### src/hw/rrsb_pkg.sv
// Constants of the readback result and status bank.
// Assumes an APB master with 32-bit data, one register byte per word.
package rrsb_pkg;
    // Byte indices of the bank; byte address is four times the index
    localparam int unsigned IDX_LAST = 44;
    localparam logic [5:0] IDX_DISCHARGE_TIME_LOW = 6'h00;
    localparam logic [5:0] IDX_CAP_RATIO_ONE_LOW = 6'h03;
    localparam logic [5:0] IDX_CAP_RATIO_TWO = 6'h06;
    localparam logic [5:0] IDX_CAP_RATIO_THREE = 6'h09;
    localparam logic [5:0] IDX_CAP_RATIO_FOUR = 6'h0c;
    localparam logic [5:0] IDX_CAP_RATIO_FIVE = 6'h0f;
    localparam logic [5:0] IDX_CAP_RATIO_SIX = 6'h12;
    localparam logic [5:0] IDX_CAP_RATIO_SEVEN = 6'h15;
    localparam logic [5:0] IDX_RES_RATIO_A = 6'h27;
    localparam logic [5:0] IDX_GENERAL_FLAGS = 6'h18;
    localparam logic [5:0] IDX_ERROR_FLAGS = 6'h19;
    localparam logic [5:0] IDX_PORT_FAULT_FLAGS = 6'h1a;
    localparam logic [5:0] IDX_DISCHARGE_TIME_HIGH = 6'h1b;
    localparam logic [5:0] IDX_CAP_RATIO_ONE_HIGH = 6'h1e;
    localparam logic [5:0] IDX_SPARE_RESULT_EIGHT = 6'h21;
    localparam logic [5:0] IDX_SPARE_RESULT_NINE = 6'h24;
    localparam logic [5:0] IDX_LAST_BASE = 6'h2a; // Second resistance ratio, last word start
    // Interrupt registers
    localparam logic [5:0] IDX_IRQ_STATUS = 6'h30;
    localparam logic [5:0] IDX_IRQ_ENABLE = 6'h31;
    localparam logic [5:0] IDX_IRQ_CLEAR = 6'h32;
    // Interrupt event bits
    localparam int unsigned EVT_RESULT = 0;
    localparam int unsigned EVT_ERROR = 1;
    localparam int unsigned EVT_PORT = 2;
    localparam int unsigned EVT_W = 3;
    // Error flag byte fields
    localparam int unsigned ERR_COMB = 0;
    localparam int unsigned ERR_OVFL = 1;
    localparam int unsigned ERR_TEST_LO = 4;
    // Reset values
    localparam logic [7:0] RST_BYTE = 8'h00;
    localparam logic [EVT_W-1:0] RST_IRQ = 3'h0;
endpackage
### src/hw/rrsb_bank.sv
// Readback result and status bank with APB slave and interrupt.
// Assumes firmware write strobe and status inputs synchronous to pclk.
//
// Design decision made here: the APB slave port.
`timescale 1ns/1ps
module rrsb_bank #(
    parameter int ADDR_W = 8
) (
    // Clock and reset
    input wire logic pclk,
    input wire logic presetn,
    // APB slave
    input wire logic psel,
    input wire logic penable,
    input wire logic pwrite,
    input wire logic [ADDR_W-1:0] paddr,
    input wire logic [31:0] pwdata,
    output logic [31:0] prdata,
    output logic pready,
    output logic pslverr,
    // Firmware result write port
    input wire logic fw_we,
    input wire logic [5:0] fw_base,
    input wire logic [23:0] fw_wdata,
    // Unit state
    input wire logic frontend_run_switch,
    input wire logic cap_conv_active,
    input wire logic res_conv_ready,
    input wire logic nvm_busy,
    input wire logic boot_busy,
    // Reset causes from the reset controller
    input wire logic por_cause_sram,
    input wire logic por_cause_config,
    input wire logic por_cause_wdog,
    // Conversion errors
    input wire logic cap_overflow_err,
    input wire logic time_digitizer_err,
    input wire logic resistance_fault_flag,
    input wire logic [3:0] test_bits,
    input wire logic [7:0] cap_port_fault,
    // Interrupt
    output logic irq
);

    ////////////////////////////////////////////////////////////////////////
    // Storage

    // Slots 24 to 26 exist only so that the byte index equals the bank address divided by four
    logic [7:0] mem_ff [0:rrsb_pkg::IDX_LAST];
    logic [7:0] gen_ff;
    logic [7:0] err_ff;
    logic [7:0] port_ff;
    logic [rrsb_pkg::EVT_W-1:0] ists_ff;
    logic [rrsb_pkg::EVT_W-1:0] ien_ff;
    logic [31:0] prdata_ff;
    logic pready_ff;
    logic pslverr_ff;
    logic irq_ff;

    ////////////////////////////////////////////////////////////////////////
    // Firmware write decode

    // Only group starts of result words are accepted; status triple is skipped
    wire fw_mod3 = (fw_base % 6'h03) == 6'h00;
    wire fw_range = fw_base <= rrsb_pkg::IDX_LAST_BASE;
    wire fw_ok = fw_we && fw_mod3 && fw_range && (fw_base != rrsb_pkg::IDX_GENERAL_FLAGS);

    // One byte lane of each triple per storage byte
    genvar g;
    generate
        for (g = 0; g <= rrsb_pkg::IDX_LAST; g++)
        begin : g_byte
            localparam logic [5:0] BASE = 6'(g - (g % 3));
            localparam int LANE = g % 3;
            if (g >= 24 && g <= 26)
            begin : g_sts
                // Status bytes live in their own flops; this slot stays constant
                always_ff @(posedge pclk or negedge presetn)
                begin
                    if (!presetn)
                        mem_ff[g] <= rrsb_pkg::RST_BYTE;
                    else
                        mem_ff[g] <= rrsb_pkg::RST_BYTE;
                end
            end
            else
            begin : g_res
                wire hit = fw_ok && (fw_base == BASE);
                wire [7:0] nxt_byte = hit ? fw_wdata[8*LANE +: 8] : mem_ff[g];
                // Firmware is the only writer; host writes never reach here
                always_ff @(posedge pclk or negedge presetn)
                begin
                    if (!presetn)
                        mem_ff[g] <= rrsb_pkg::RST_BYTE;
                    else
                        mem_ff[g] <= nxt_byte;
                end
            end
        end
    endgenerate

    ////////////////////////////////////////////////////////////////////////
    // Status bytes

    // Reset cause flags come from outside, since the bank itself is cleared
    wire [7:0] nxt_gen = {por_cause_wdog, por_cause_config, por_cause_sram,
        boot_busy, nvm_busy, res_conv_ready, cap_conv_active,
        frontend_run_switch};
    wire [2:0] err_bits = {resistance_fault_flag, time_digitizer_err, cap_overflow_err};
    // Test bits ride along but stay out of the combined error
    wire [7:0] nxt_err = {test_bits, err_bits, |err_bits};
    wire [7:0] nxt_port = cap_port_fault;

    // Status sampled every cycle so a read shows state one cycle old
    always_ff @(posedge pclk or negedge presetn)
    begin
        if (!presetn)
        begin
            gen_ff <= rrsb_pkg::RST_BYTE;
            err_ff <= rrsb_pkg::RST_BYTE;
            port_ff <= rrsb_pkg::RST_BYTE;
        end
        else
        begin
            gen_ff <= nxt_gen;
            err_ff <= nxt_err;
            port_ff <= nxt_port;
        end
    end

    ////////////////////////////////////////////////////////////////////////
    // APB decode

    // Only the low eight address bits select a register; higher bits must be zero
    wire [5:0] idx = paddr[7:2];
    wire aligned = paddr[1:0] == 2'h0;
    wire high_zero = (ADDR_W > 8) ? (paddr >> 8) == '0 : 1'b1;
    wire in_bank = aligned && high_zero && (idx <= 6'(rrsb_pkg::IDX_LAST));
    wire is_ists = aligned && high_zero && (idx == rrsb_pkg::IDX_IRQ_STATUS);
    wire is_ien = aligned && high_zero && (idx == rrsb_pkg::IDX_IRQ_ENABLE);
    wire is_iclr = aligned && high_zero && (idx == rrsb_pkg::IDX_IRQ_CLEAR);
    // Anything outside the map answers with an error rather than hanging the host
    wire mapped = in_bank || is_ists || is_ien || is_iclr;
    wire access = psel && penable;
    // First access cycle prepares the answer; the second completes it
    wire prep = access && !pready_ff;
    wire done = access && pready_ff;
    wire wr_done = done && pwrite && mapped;

    // Byte selection: status triple overrides the result store
    wire [7:0] bank_byte = (idx == rrsb_pkg::IDX_GENERAL_FLAGS) ? gen_ff :
        (idx == rrsb_pkg::IDX_ERROR_FLAGS) ? err_ff :
        (idx == rrsb_pkg::IDX_PORT_FAULT_FLAGS) ? port_ff :
        mem_ff[idx];
    wire [7:0] rd_byte = in_bank ? bank_byte :
        is_ists ? {5'h00, ists_ff} :
        is_ien ? {5'h00, ien_ff} : 8'h00;
    // Zero outside a read so that a stale byte never shows on the bus
    wire [31:0] nxt_prdata = (prep && !pwrite) ? {24'h000000, rd_byte} : 32'h00000000;

    // One wait state on every transfer
    always_ff @(posedge pclk or negedge presetn)
    begin
        if (!presetn)
        begin
            pready_ff <= 1'b0;
            pslverr_ff <= 1'b0;
            prdata_ff <= 32'h00000000;
        end
        else
        begin
            pready_ff <= prep;
            pslverr_ff <= prep && !mapped;
            prdata_ff <= nxt_prdata;
        end
    end

    ////////////////////////////////////////////////////////////////////////
    // Interrupts

    wire [rrsb_pkg::EVT_W-1:0] evt;
    assign evt[rrsb_pkg::EVT_RESULT] = fw_ok;
    assign evt[rrsb_pkg::EVT_ERROR] = nxt_err[rrsb_pkg::ERR_COMB] && !err_ff[rrsb_pkg::ERR_COMB];
    assign evt[rrsb_pkg::EVT_PORT] = |(nxt_port & ~port_ff);
    wire [rrsb_pkg::EVT_W-1:0] clr = (wr_done && is_iclr) ? pwdata[rrsb_pkg::EVT_W-1:0] : '0;
    // Set beats clear so an event in the clearing cycle survives
    wire [rrsb_pkg::EVT_W-1:0] nxt_ists = (ists_ff & ~clr) | evt;
    wire [rrsb_pkg::EVT_W-1:0] nxt_ien = (wr_done && is_ien) ? pwdata[rrsb_pkg::EVT_W-1:0] : ien_ff;
    wire nxt_irq = |(nxt_ists & nxt_ien);

    // Sticky status, enable, level output from a flop
    always_ff @(posedge pclk or negedge presetn)
    begin
        if (!presetn)
        begin
            ists_ff <= rrsb_pkg::RST_IRQ;
            ien_ff <= rrsb_pkg::RST_IRQ;
            irq_ff <= 1'b0;
        end
        else
        begin
            ists_ff <= nxt_ists;
            ien_ff <= nxt_ien;
            irq_ff <= nxt_irq;
        end
    end

    // Outputs
    assign prdata = prdata_ff;
    assign pready = pready_ff;
    assign pslverr = pslverr_ff;
    assign irq = irq_ff;
endmodule

### config.mk
export PLATFORM = sky130hd
export DESIGN_NAME = rrsb_bank
export DESIGN_NICKNAME = d
export VERILOG_FILES = /design/src/hw/rrsb_pkg.sv /design/src/hw/rrsb_bank.sv
export SDC_FILE = /design/constraint.sdc
export NUM_CORES = 1
export LEC_CHECK = 0
export BUFFER_PORTS_ARGS = -buffer_cell sky130_fd_sc_hd__buf_2
export CAP_MARGIN = 30
export CORE_MARGIN = 4
export CORE_UTILIZATION = 55
export CTS_CLUSTER_DIAMETER = 40
export DETAILED_ROUTE_END_ITERATION = 8
export PLACE_DENSITY_LB_ADDON = 0.3
export SYNTH_ARGS = -nofsm -noshare
export SYNTH_HDL_FRONTEND = slang
export SYNTH_SLANG_ARGS = --single-unit
### constraint.sdc
create_clock -name pclk -period 2.4 [get_ports pclk]
set_clock_uncertainty 0.1 [all_clocks]
set_input_delay 0.12 -clock pclk [delete_from_list [all_inputs] [get_ports pclk]]
set_output_delay 0.12 -clock pclk [all_outputs]
set_load 0.02 [all_outputs]
-- After elaboration in Yosys (flattened, before gate mapping)
Cells that the tools add are included.
- memory bits (read-only): 0
- register bits: 401
- memory bits (writable): 0
- memories kept: 0
- bits in latches: 0
- input bits: 99
- shift operators: 0
- $lt $le $gt $ge: 3
- equality and inequality tests: 20
- bitwise gates (word level): 7
- add/sub/neg operators: 0
- mux-type cells: 12
- multiply operators: 0
- divide/modulo/power cells: 1
- reduce and logical (&&, ||, !) cells: 44
- operator list (operator ; count):
    two-way mux 8 bit ; 8
    binary-select mux 8 bit (select 6 bit) ; 1
    equality test 6 x 5 -> 1 bit (second input constant) ; 7
    equality test 6 bit (second input constant) ; 7
    logical AND 1 bit ; 31
    equality test 6 x 4 -> 1 bit (second input constant) ; 3
    less-or-equal comparator 6 bit (second input constant) ; 2
    logical NOT 6 bit ; 2
    two-way mux 3 bit ; 3
    bitwise AND 8 bit ; 1
    NOT 8 bit ; 1
    OR reduction 8 bit ; 1
    >= comparator 7 bit (second input constant) ; 1
    NOT 6 -> 7 bit ; 1
    bitwise AND 3 bit ; 2
    equality test 6 x 2 -> 1 bit (second input constant) ; 1
    equality test 6 x 3 -> 1 bit (second input constant) ; 1
    remainder unit 6 x 2 -> 6 bit (second input constant) ; 1
    inequality test 6 x 5 -> 1 bit (second input constant) ; 1
    OR reduction 3 bit ; 2
    logical NOT 1 bit ; 4
    logical OR 1 bit ; 3
    NOT 3 bit ; 1
    bitwise OR 3 bit ; 1
    logical NOT 2 bit ; 1

-- Longest topological paths before layout
- depth in word-level cells: 13
- gate-level depth with buffers: 19
- mapped depth without buffers: 15

-- Worst setup path before layout
OpenSTA, ideal clock, no wires.
- kind: input port to flip-flop
- start: input fw_base[5]
- end: register mem_ff[28] in the netlist's numbering
- slack: -1.747 ns
- stages: 18
- arrival time: 3.923 ns
- buffers on the path: 4
- setup time: 0.125 ns
- cells stage by stage: buf_2 -> buf_2 -> nand2b_1 -> nand3_1 -> a21boi_0 -> ha_1 -> a2111oi_4 -> nor2_1 -> a211o_1 -> o31ai_1 -> ha_1 -> a22oi_1 -> and3_1 -> o311ai_4 -> buf_6 -> nor4b_4 -> buf_6 -> mux2_2
- word-level cells in the longest chain between the ends: 6
- ends and longest elaborated chain (what ; RTL line ; RTL):
    from (decl) ; rrsb_bank.sv:23 ; input wire logic [5:0] fw_base,
    remainder unit 6 x 2 -> 6 bit ; rrsb_bank.sv:64 ; wire fw_mod3 = (fw_base % 6'h03) == 6'h00;
    logical NOT 6 bit ; rrsb_bank.sv:64 ;
    logical AND 1 bit (3 in a row) ; rrsb_bank.sv:66 ; wire fw_ok = fw_we && fw_mod3 && fw_range && (fw_base != rrsb_pkg::IDX_GENERAL_FLAGS);
    logical AND 1 bit (*) ; rrsb_bank.sv:88 ; wire hit = fw_ok && (fw_base == BASE);
    to (signal, indexed assignment) ; rrsb_bank.sv:94 ; mem_ff[g] <= rrsb_pkg::RST_BYTE;
    to (signal, indexed assignment) ; rrsb_bank.sv:96 ; mem_ff[g] <= nxt_byte;
    to (decl) ; rrsb_bank.sv:49 ; logic [7:0] mem_ff [0:rrsb_pkg::IDX_LAST];
Every way passes the cells marked *; elsewhere a longest branch is shown, timed or not.
A chain may end at the register's enable or synchronous reset.

-- Worst setup path in the final report
- start: input fw_base[3]
- end: register mem_ff[352] in the netlist's numbering
The elaborated chain is that of the path after synthesis.

==> results_dict.tcl <==
set metrics [dict create \
    drive_above_1_share_pct 53.99 \
    ant_nets 0 \
    yosys_register_bits 377 \
    coreArea_um2 32540 \
    power_frac_clock_pct 47.6 \
    synth_edf_count 0 \
    cts_made_buffers 52 \
    placed_cell_area_um2 20650 \
    synthCells 1205 \
    p_per_area_nw_per_um2 661.1 \
    ys_types 62 \
    synth_xor_area_share_pct 0.09681 \
    crit_path_end_kind "flop" \
    seq_area_frac_synth_pct 52.14 \
    final_area_um2 24220 \
    root_buffer "clkbuf_16" \
    fp-row-count 66 \
    ctsLongestPathBuffers 3 \
    die-height_um 189.4 \
    p_switching_w 0.004022 \
    pwr-share-seq_pct 42.1 \
    p_comb_share_pct 10.3 \
    die_w_um 189.4 \
    ir_drop_mv 0.5665 \
    worstMarginPinSlew_ps 669.1 \
    dp_hpwl_um 28670 \
    relSlewSlack_pct 54.83 \
    cts.sink_count 377 \
    post_drt_wl_per_cell_um 28.23 \
    antenna_found_initial 0 \
    synth_top_family_by_area "multiplexers" \
    p_leak_nw 11.23 \
    syn_area_um2 18090 \
    synth-compound-area-share_pct 4.363 \
    die_area_um2 35860 \
    start_util_pct 55.61 \
    yosys_warnings 0 \
    synth_ff_type "dfrtp_1" \
    synthSimpleGateAreaFrac_pct 4.204 \
    async_reset_ff_share_pct 100.0 \
    synth.area.mux_share_pct 34.59 \
    grt_max_degree 73 \
    status "complete, but fails checks" \
    place_inst 1733 \
    fin_cells 1946 \
    viasPerCell 6.261 \
    vias 12180 \
    clock_latency_ps 570 \
    cts_tree "built" \
    p_int_w 0.01199 \
    min_period_over_period_pct 133.1 \
    grt_overflow 0 \
    setup.worst_path.class "in2reg" \
    clkTransAtPathRegs_ps 60 \
    start_kind "input port" \
    slew_violations 0 \
    grt_pass1_wl_um 77710 \
    hold_class "in2reg" \
    synthAdderAreaFrac_pct 0.1383 \
    drtIter0Drc 1108 \
    place.gp.congestion 0.8428 \
    remaining_drc_errors 0 \
    power.share.switching_pct 25.12 \
    grt_pass1_vias 12850 \
    final_nets 1565 \
    period_needed_ps 3194 \
    rsz0062_at_grt "yes" \
    wirelength_um 54940 \
    setup_viol 337 \
    required_ps 2740 \
    setup_ws_ps -794.3 \
    diodes 0 \
    crit_fanout 7 \
    crit_arrival_ps 3530 \
    max-cap-violations 0 \
    htreeDepth 2 \
    failed_checks "setup timing" \
    numPortBuffers 80 \
    first_pass_iters 6 \
    grt.total_usage_pct 27.92 \
    ioPinCount 134 \
    area_growth_pct 33.83 \
    syn_avg_cell_area_um2 15.02 \
    hold_violations 0 \
    fmax_ghz 0.3131 \
]
[flip-flops by register name, summed over array words and instances (netlist names)]
signal / cells
port_ff: 8
mem_ff: 336
ien_ff: 3
irq: 1
err_ff: 8
gen_ff: 8
ists_ff: 3
pslverr: 1
prdata: 8
pready: 1
[timing repair]
action | 4_1_cts | 5_1_grt
endpoints found under the setup margin | 338 | 338
hold buffers | 58 | 0
setup buffers | 29 | 7
cloned | 11 | 20
hold endpoints to repair | 679 | 0
resized for setup | 37 | 60
pin swaps | 3 | 4
[cells in the final DEF (no fill, tap or decap), types with 6 or more instances in the layout]
master and n:
nor3_4 7, nand2_1 24, buf_8 6, a22oi_1 8
dlygate4sd3_1 58, buf_12 39, nor2_1 20, mux2i_1 14
clkbuf_16 68, inv_1 24, nand3_1 6, clkinv_2 6
buf_6 22, nor3_1 7, clkinv_4 11, dfrtp_1 377
a21oi_1 24, o21ai_0 16, mux2_2 18, clkinvlp_4 6
a211o_1 6, buf_16 8, conb_1 24, o22ai_1 16
mux2_4 336, buf_4 83, mux4_2 88, nand2b_1 10
buf_2 74
[cell usage after synthesis, types with 20 or more instances]
cell type	count	area (um2)
a21oi_1	25	125.1
mux2_1	21	236.5
mux2_4	40	600.6
nor2_1	20	75.07
mux2_2	293	3299
buf_4	39	292.8
clkbuf_1	48	180.2
mux4_2	88	1982
inv_1	24	90.09
dfrtp_1	377	9434
nand2_1	25	93.84
[per-stage QoR]
stage | setup slack, ps | setup TNS, ps | util, % | total power [W] | hold WS [ps]
2_1_floorplan | -1389 | -409090 | - | 0.007736 | -275.6
3_3_place_gp | -1261 | -411220 | 63.48 | 0.008229 | 43.62
3_5_place_dp | -1346 | -434840 | 63.48 | 0.008266 | 42.00
4_1_cts | -703.2 | -212580 | 72.66 | 0.01596 | 1.111
5_1_grt | -891.9 | -273350 | 74.43 | 0.01647 | 25.65
6_report | -794.3 | -233290 | 74.43 | 0.01601 | 15.76
[cell families (layout without fill, tap and decap cells)]
kind of cell	after synthesis	after routing
flops	377	377
other cells	1	24
fa+ha+maj	2	2
buf+inv	147	423
mux	456	456
simple gates	111	111
compound gates	109	109
xor+xnor	2	2
[critical path, cell delays in order]
cell and delay [ps]:
buf_8 90, and2b_2 220, nand2_2 70, nand3_2 70
a21boi_4 150, ha_4 190, a2111oi_4 230, nor2_1 100
a211o_1 250, o31ai_2 70, ha_1 270, a22oi_1 130
and3_1 210, o311ai_4 140, buf_12 180, buf_12 140
nor3_4 220, buf_6 190, clkbuf_16 190, mux2_4 300
[final timing paths]
kind                                to   startpoint  depth (start not counted)  slack [ps]
min in group asynchronous  mem_ff[341]      presetn                          2          40
hold reg to reg                 pready       pready                          1         390
setup / recovery           mem_ff[352]   fw_base[3]                         20        -790
hold / removal             mem_ff[345]  fw_wdata[9]                          2          20
setup reg to reg             prdata[2]  mem_ff[234]                          5         130
max in group asynchronous  mem_ff[270]      presetn                          3        1240
[final cells by class]
cell class	count	area, um2
repair buffers	305	3288
fillers	1835	8319
inverters	24	90.09
clock buffers	62	1410
multi-input cells	704	9123
clock inverters	32	319.1
well taps	442	553.0
flip-flops and latches	377	9434
[per-layer routing]
| layer | GRT usage [%] | part of all wire (%) | up-vias | wire, um |
|---|---|---|---|---|
| met5 | 0 | 0 | - | 0 |
| met4 | 8.709 | 3.4 | 0 | 1848 |
| met3 | 5.273 | 7.8 | 158 | 4308 |
| met2 | 44.76 | 48 | 573 | 26360 |
| met1 | 39.30 | 41 | 6484 | 22420 |
| li1 | - | - | 4968 | - |
[power by group through the flow]
stage	sequential (W)	clock [W]	combinational (W)
after global routing	0.00676	0.00796	0.00175
final	0.00674	0.00762	0.00165
after CTS	0.00673	0.00764	0.00160
after detailed placement	0.00683	0	0.00144
after floorplan	0.00679	0	0.000948
after global placement	0.00682	0	0.00141
Note: power is estimated with default switching activity, not from simulation.
